File: src/byte_port_pkg.sv
// package: modes, field widths and reset values for the byte port glue
package byte_port_pkg;
  // host style selection
  typedef enum logic [1:0] {
    HOST_CMD_PAIR = 2'b00, // separate io read and io write commands
    HOST_STROBE = 2'b01, // data strobe with direction and chip select
    HOST_BACKPLANE = 2'b11 // single command strobe plus status bits
  } host_mode_e;
  // byte width of every port
  localparam int BYTE_W = 8;
  typedef logic [BYTE_W-1:0] byte_t;
  // reset values of the stored bytes
  localparam byte_t INPUT_RESET = 8'h00;
  localparam byte_t OUTPUT_RESET = 8'h00;
  // host side control pins, all strobes active low
  typedef struct packed {
    logic ioReadCommandN; // io read command, fast read strobe pin
    logic ioWriteCommandN; // io write command, fast write strobe pin
    logic dataStrobeN; // processor data strobe
    logic readWrite; // high = read
    logic chipSelect; // decoded chip select, high active
    logic readEnableIn; // external decoded read enable
    logic writeEnableIn; // external decoded write enable
    logic statusBitZeroN; // backplane status bit 0, active low
    logic statusBitOneN; // backplane status bit 1, active low
    logic commandN; // backplane command strobe
  } host_ctrl_s;
  // registered state of the block apart from the portOut flops
  typedef struct packed {
    byte_t inputReg; // input register or latch
    byte_t outputLatch; // held output latch value
    logic strobeSeen; // write strobe low in previous cycle
    logic clockSeen; // latch clock high in previous cycle
  } port_state_s;
endpackage : byte_port_pkg

File: src/mpu_byte_port_glue.sv
// byte port glue: host transceiver, input register and output latch
`timescale 1ns/1ns
`default_nettype none
module mpu_byte_port_glue
(
  input wire logic clk, // system clock, 125 MHz
  input wire logic reset, // asynchronous, active high
  input wire byte_port_pkg::host_mode_e hostMode, // host style
  input wire logic fastReadOnly, // strobe host: gate reads by fast strobe
  input wire byte_port_pkg::host_ctrl_s hostCtrl, // host control pins
  input wire byte_port_pkg::byte_t portIn, // host data pins, input side
  output logic [7:0] portOut, // host data pins, output side
  output logic portOe, // high while driving host pins
  input wire byte_port_pkg::byte_t coreData, // core byte for output latch
  input wire logic latchClock, // output latch clock
  input wire logic latchPassEnable, // output latch pass enable
  input wire byte_port_pkg::byte_t secondPortIn, // secondary port pins
  input wire logic secondPortSelect, // read secondary port
  output byte_port_pkg::byte_t inputData, // stored input byte
  output logic ioReadCycle, // decoded read cycle indication
  output logic ioWriteCycle // decoded write cycle indication
);
  import byte_port_pkg::*;

  port_state_s state_q; // registered state
  port_state_s state_d; // next state
  logic readStrobeN; // selected read strobe, active low
  logic writeStrobeN; // selected write strobe, active low
  logic readEnableTerm; // qualified read enable
  logic writeEnableTerm; // qualified write enable
  logic readActive; // transceiver output enable
  logic latchPass; // output latch transparent
  byte_t latchSource; // byte entering the output latch
  byte_t latchView; // output latch value as seen on internal bus

  // backplane status decode: bit one low is read, bit zero low is write
  always_comb
  begin
    ioReadCycle = !hostCtrl.statusBitOneN && hostCtrl.statusBitZeroN;
    ioWriteCycle = !hostCtrl.statusBitZeroN && hostCtrl.statusBitOneN;
  end

  // strobe and enable selection per host style
  always_comb
  begin
    unique case (hostMode)
      HOST_CMD_PAIR:
      begin
        // commands are the fast strobes, enables from external decoder
        readStrobeN = hostCtrl.ioReadCommandN;
        writeStrobeN = hostCtrl.ioWriteCommandN;
        readEnableTerm = hostCtrl.readEnableIn;
        writeEnableTerm = hostCtrl.writeEnableIn;
      end
      HOST_STROBE:
      begin
        writeStrobeN = hostCtrl.dataStrobeN;
        // write enable formed from direction and chip select as given
        writeEnableTerm = hostCtrl.readWrite && hostCtrl.chipSelect;
        if (fastReadOnly)
        begin
          // faster host: fast strobe alone gates reads
          readStrobeN = hostCtrl.ioReadCommandN;
          readEnableTerm = 1'b1;
        end
        else
        begin
          // fast strobe unused, decoded term gates reads
          readStrobeN = 1'b0;
          readEnableTerm = !hostCtrl.dataStrobeN && hostCtrl.readWrite
                           && hostCtrl.chipSelect;
        end
      end
      HOST_BACKPLANE:
      begin
        // command strobe serves both directions
        readStrobeN = hostCtrl.commandN;
        writeStrobeN = hostCtrl.commandN;
        readEnableTerm = ioReadCycle;
        writeEnableTerm = ioWriteCycle;
      end
      default:
      begin
        // illegal mode code: port stays idle
        readStrobeN = 1'b1;
        writeStrobeN = 1'b1;
        readEnableTerm = 1'b0;
        writeEnableTerm = 1'b0;
      end
    endcase
  end

  // output latch source: core byte or secondary port
  assign latchSource = secondPortSelect ? secondPortIn : coreData;
  assign latchPass = latchClock && latchPassEnable;
  assign latchView = latchPass ? latchSource : state_q.outputLatch;

  // transceiver drives only for a qualified read
  assign readActive = !readStrobeN && readEnableTerm;
  assign portOe = readActive;

  // next state
  always_comb
  begin
    state_d = state_q;
    state_d.strobeSeen = !writeStrobeN;
    state_d.clockSeen = latchClock;
    // capture while strobe low, enabled and no read active; host data valid then
    if (!writeStrobeN && writeEnableTerm && !readActive)
    begin
      state_d.inputReg = portIn;
    end
    // transparent while passing; holds from the falling clock onward
    if (latchPass)
    begin
      state_d.outputLatch = latchSource;
    end
  end

  // state register
  always_ff @(posedge clk or posedge reset)
  begin
    if (reset)
    begin
      state_q <= '{inputReg: INPUT_RESET, outputLatch: OUTPUT_RESET,
                   strobeSeen: 1'b0, clockSeen: 1'b0};
    end
    else
    begin
      state_q <= state_d;
    end
  end

  // data outputs from flip-flops
  always_ff @(posedge clk or posedge reset)
  begin
    if (reset)
    begin
      portOut <= OUTPUT_RESET;
    end
    else
    begin
      portOut <= latchView;
    end
  end

  assign inputData = state_q.inputReg;
endmodule // mpu_byte_port_glue
`default_nettype wire

File: config.mk
export PLATFORM = sky130hd
export DESIGN_NAME = mpu_byte_port_glue
export DESIGN_NICKNAME = d
export VERILOG_FILES = /design/src/byte_port_pkg.sv /design/src/mpu_byte_port_glue.sv
export SDC_FILE = /design/constraint.sdc
export NUM_CORES = 1
export LEC_CHECK = 0
export BUFFER_PORTS_ARGS = -buffer_cell sky130_fd_sc_hd__buf_2
export CELL_PAD_IN_SITES_DETAIL_PLACEMENT = 1
export CELL_PAD_IN_SITES_GLOBAL_PLACEMENT = 1
export CORE_MARGIN = 3
export CORE_UTILIZATION = 30
export DETAILED_ROUTE_END_ITERATION = 12
export MAX_ROUTING_LAYER = met4
export PLACE_DENSITY = 0.77
export SLEW_MARGIN = 0
export SYNTH_ARGS = -nofsm -noshare
export SYNTH_HDL_FRONTEND = slang
export SYNTH_SLANG_ARGS = --single-unit
File: constraint.sdc
create_clock -name clk -period 2.1 [get_ports clk]
set_input_delay 0.525 -clock clk [delete_from_list [all_inputs] [get_ports clk]]
set_output_delay 0.525 -clock clk [all_outputs]
set_load 0.005 [all_outputs]
==> results by group <==
Synthesis
  • #FFs+latches synth: 16
  • Synth unique cells: 27
  • Yosys warns: 0
  • Cell type with the largest total area after synthesis: dfrtp_1
  • Post-Syn Area: 0.00101 mm^2
  • Syn Nets: 140
  • Sequential element share of the synthesized area: 39.6%
  • Top-area cell type share of the netlist area: 39.6%
  • Cell count after synthesis: 98
  • Synth Area per Inst: 10.3 um^2
  • Top post-synthesis cells by area: dfrtp_1 (40%), o211ai_1 (11%), mux2i_1 (7.9%)

Route
  • DR vias/cell: 5.08
  • Drt wl/cell: 15.7 um
  • Routed WL: 3.16 mm
  • DRC viols: 0
  • 1st-iter DRT viols: 16
  • Pre-antenna DRT Iters: 4
  • Routed Antenna Nets: 0
  • Vias: 1,022

Cells and area
  • Area growth, synth to finish: 34.4%
  • Ant. Diodes: 0
  • Post-Layout Inst Area: 0.00136 mm^2
  • Fillers: 403
  • Share of cells above drive strength 1: 49.0%
  • Most common cell after layout, fill and taps aside: buf_2
  • Final Net Count: 201
  • Most frequent cells in the layout: buf_2 (60), dfrtp_1 (16), o211ai_1 (15)
  • Final core occ: 43.5%

Floorplan
  • Die H: 64.1 um
  • Initial Util: 32.4%
  • CORE AREA: 0.00313 mm^2
  • IO Pins: 61
  • Rows: 20
  • Die area: 0.00411 mm^2
  • Die X: 64.1 um

Timing
  • Max Clock Freq: 0.505 GHz
  • Final setup TNS: 0 ps
  • Setup WS post-layout: 120 ps
  • Final setup violation count: 0
  • Tmin final: 1980 ps
  • Worst clock skew: 0 ps
  • RSZ-0062 raised after global routing: false
  • Worst-Margin Slew: 638 ps
  • Max-slew violation count: 0
  • Slew HR: 57.4%
  • Final Hold Fails: 0
  • Period utilization: 94.3%

Global routing
  • Total grt overflow: 0
  • Tot GR Track Use: 16.0%
  • Vias in the first global route: 1,081
  • First-pass GRT wire length: 5.15 mm
  • Largest net degree at the start of global routing: 17
  • Antenna violations before repair: 0

Place
  • Final estimated routing congestion in global placement: 0.826
  • Placed instance area: 0.00134 mm^2
  • Setup slack at placement: 132 ps
  • Port Buffers: 60
  • DP HPWL: 2.61 mm

CTS
  • CTS buffer count: 3
  • Clock Latency Late Sink: 280 ps
  • CTS tree: done
  • Reg clk slew, reported paths: 90 ps
  • CTS resizes: 0
  • Clock Tree Root: clkbuf_4
  • CTS max path bufs: 2
  • Sink Count: 16
  • H-tree depth: 1
  • Setup bufs post-CTS: 0
  • Hold_buf cts: 0

Critical path
  • Req. time, crit path: 1570 ps
  • Reg2reg start: inputData[6]
  • R2R Setup Slk: 1320 ps
  • Crit path max fanout: 9
  • Worst reg2reg path depth: 2
  • R2R Path End: inputData[6]
  • CP arrival: 1450 ps
  • Worst Setup End Kind: output pin
  • Crit path kind: input pin to output pin
  • Crit path launch type: input pin

Power
  • PD cells: 727 mW/mm^2
  • Pleak: 0.628 nW
  • Worst vdd ir: 0.000304 V

Run status
  • Outcome: completed

Job
  • Max-cap viol count: 0

Worst hold path
  • Hold WC Path Type: input pin to async pin
[metrics by stage]
stage / instances / hold slack, ps / power (mW)
3_3_place_gp: 198 / 510 / 0.813
5_1_grt: 201 / 363 / 1.06
6_report: 201 / 313 / 0.988
4_1_cts: 201 / 334 / 0.999
3_5_place_dp: 198 / 532 / 0.835
2_1_floorplan: 98 / 439 / 0.644
[where the power goes]
group	switching, mW	total [mW]	internal [mW]	leakage [nW]
combinational	0.174	0.356	0.181	0.435
clock	0.0952	0.162	0.0664	0.0138
sequential	0.0717	0.471	0.399	0.179
[how the worst max path moves through the flow]
stage / startpoint / endpoint / slack [ps] / cells past startpoint
floorplan: hostMode[1] / portOe / 180 / 5
detailed placement: hostMode[0] / portOe / 130 / 5
finish: hostMode[0] / portOe / 120 / 5
global placement: hostMode[0] / portOe / 180 / 5
global route: hostMode[0] / portOe / 70 / 5
CTS: hostMode[0] / portOe / 130 / 5
[worst max-delay path: stages]
cell and delay (ps):
buf_2 230, mux2i_2 290, o221ai_4 130, o21a_1 140, buf_2 130
[kinds of logic after synthesis]
kind of cell | Yosys count | synth area share [%]
flops | 16 | 39.6
mux | 10 | 10.8
buf+inv | 9 | 5.93
simple gates | 24 | 14.5
compound gates | 39 | 29.3
[metal layers]
| layer | wire length, um | share of wire, % | track usage, % |
|---|---|---|---|
| met1 | 1440 | 46 | 20.5 |
| met2 | 1520 | 48 | 26.5 |
| met3 | 197 | 6.2 | 3.34 |
| met4 | 0 | 0 | 2.16 |
| met5 | 0 | 0 | - |
[sequential cells by signal (all words and copies together), names as in the netlist]
| register | cells |
|---|---|
| inputData | 8 |
| portOut | 8 |
[area by class of cell]
class | instances | area [um^2] | area share, %
Clock buffer | 3 | 22.5 | 1.66
Inverter | 2 | 7.51 | 0.552
Multi-Input combinational cell | 73 | 552 | 40.6
Sequential cell | 16 | 400 | 29.4
Tap cell | 44 | 55.1 | 4.05
Timing Repair Buffer | 63 | 323 | 23.7
[cells in the mapped netlist, drive strengths merged]
library cell   n
clkbuf         3
mux2           1
o21ba          1
o21a           1
o21ai          8
mux2i          9
nor2b          2
nand3          8
o311ai         1
nand4b         3
nand2b         1
nor2           8
o21bai         1
dfrtp         16
buf            4
and3b          1
o221ai         1
a21oi          9
o311a          1
o211ai        16
inv            2
and2           1
Power figures use the tool's default switching activity.
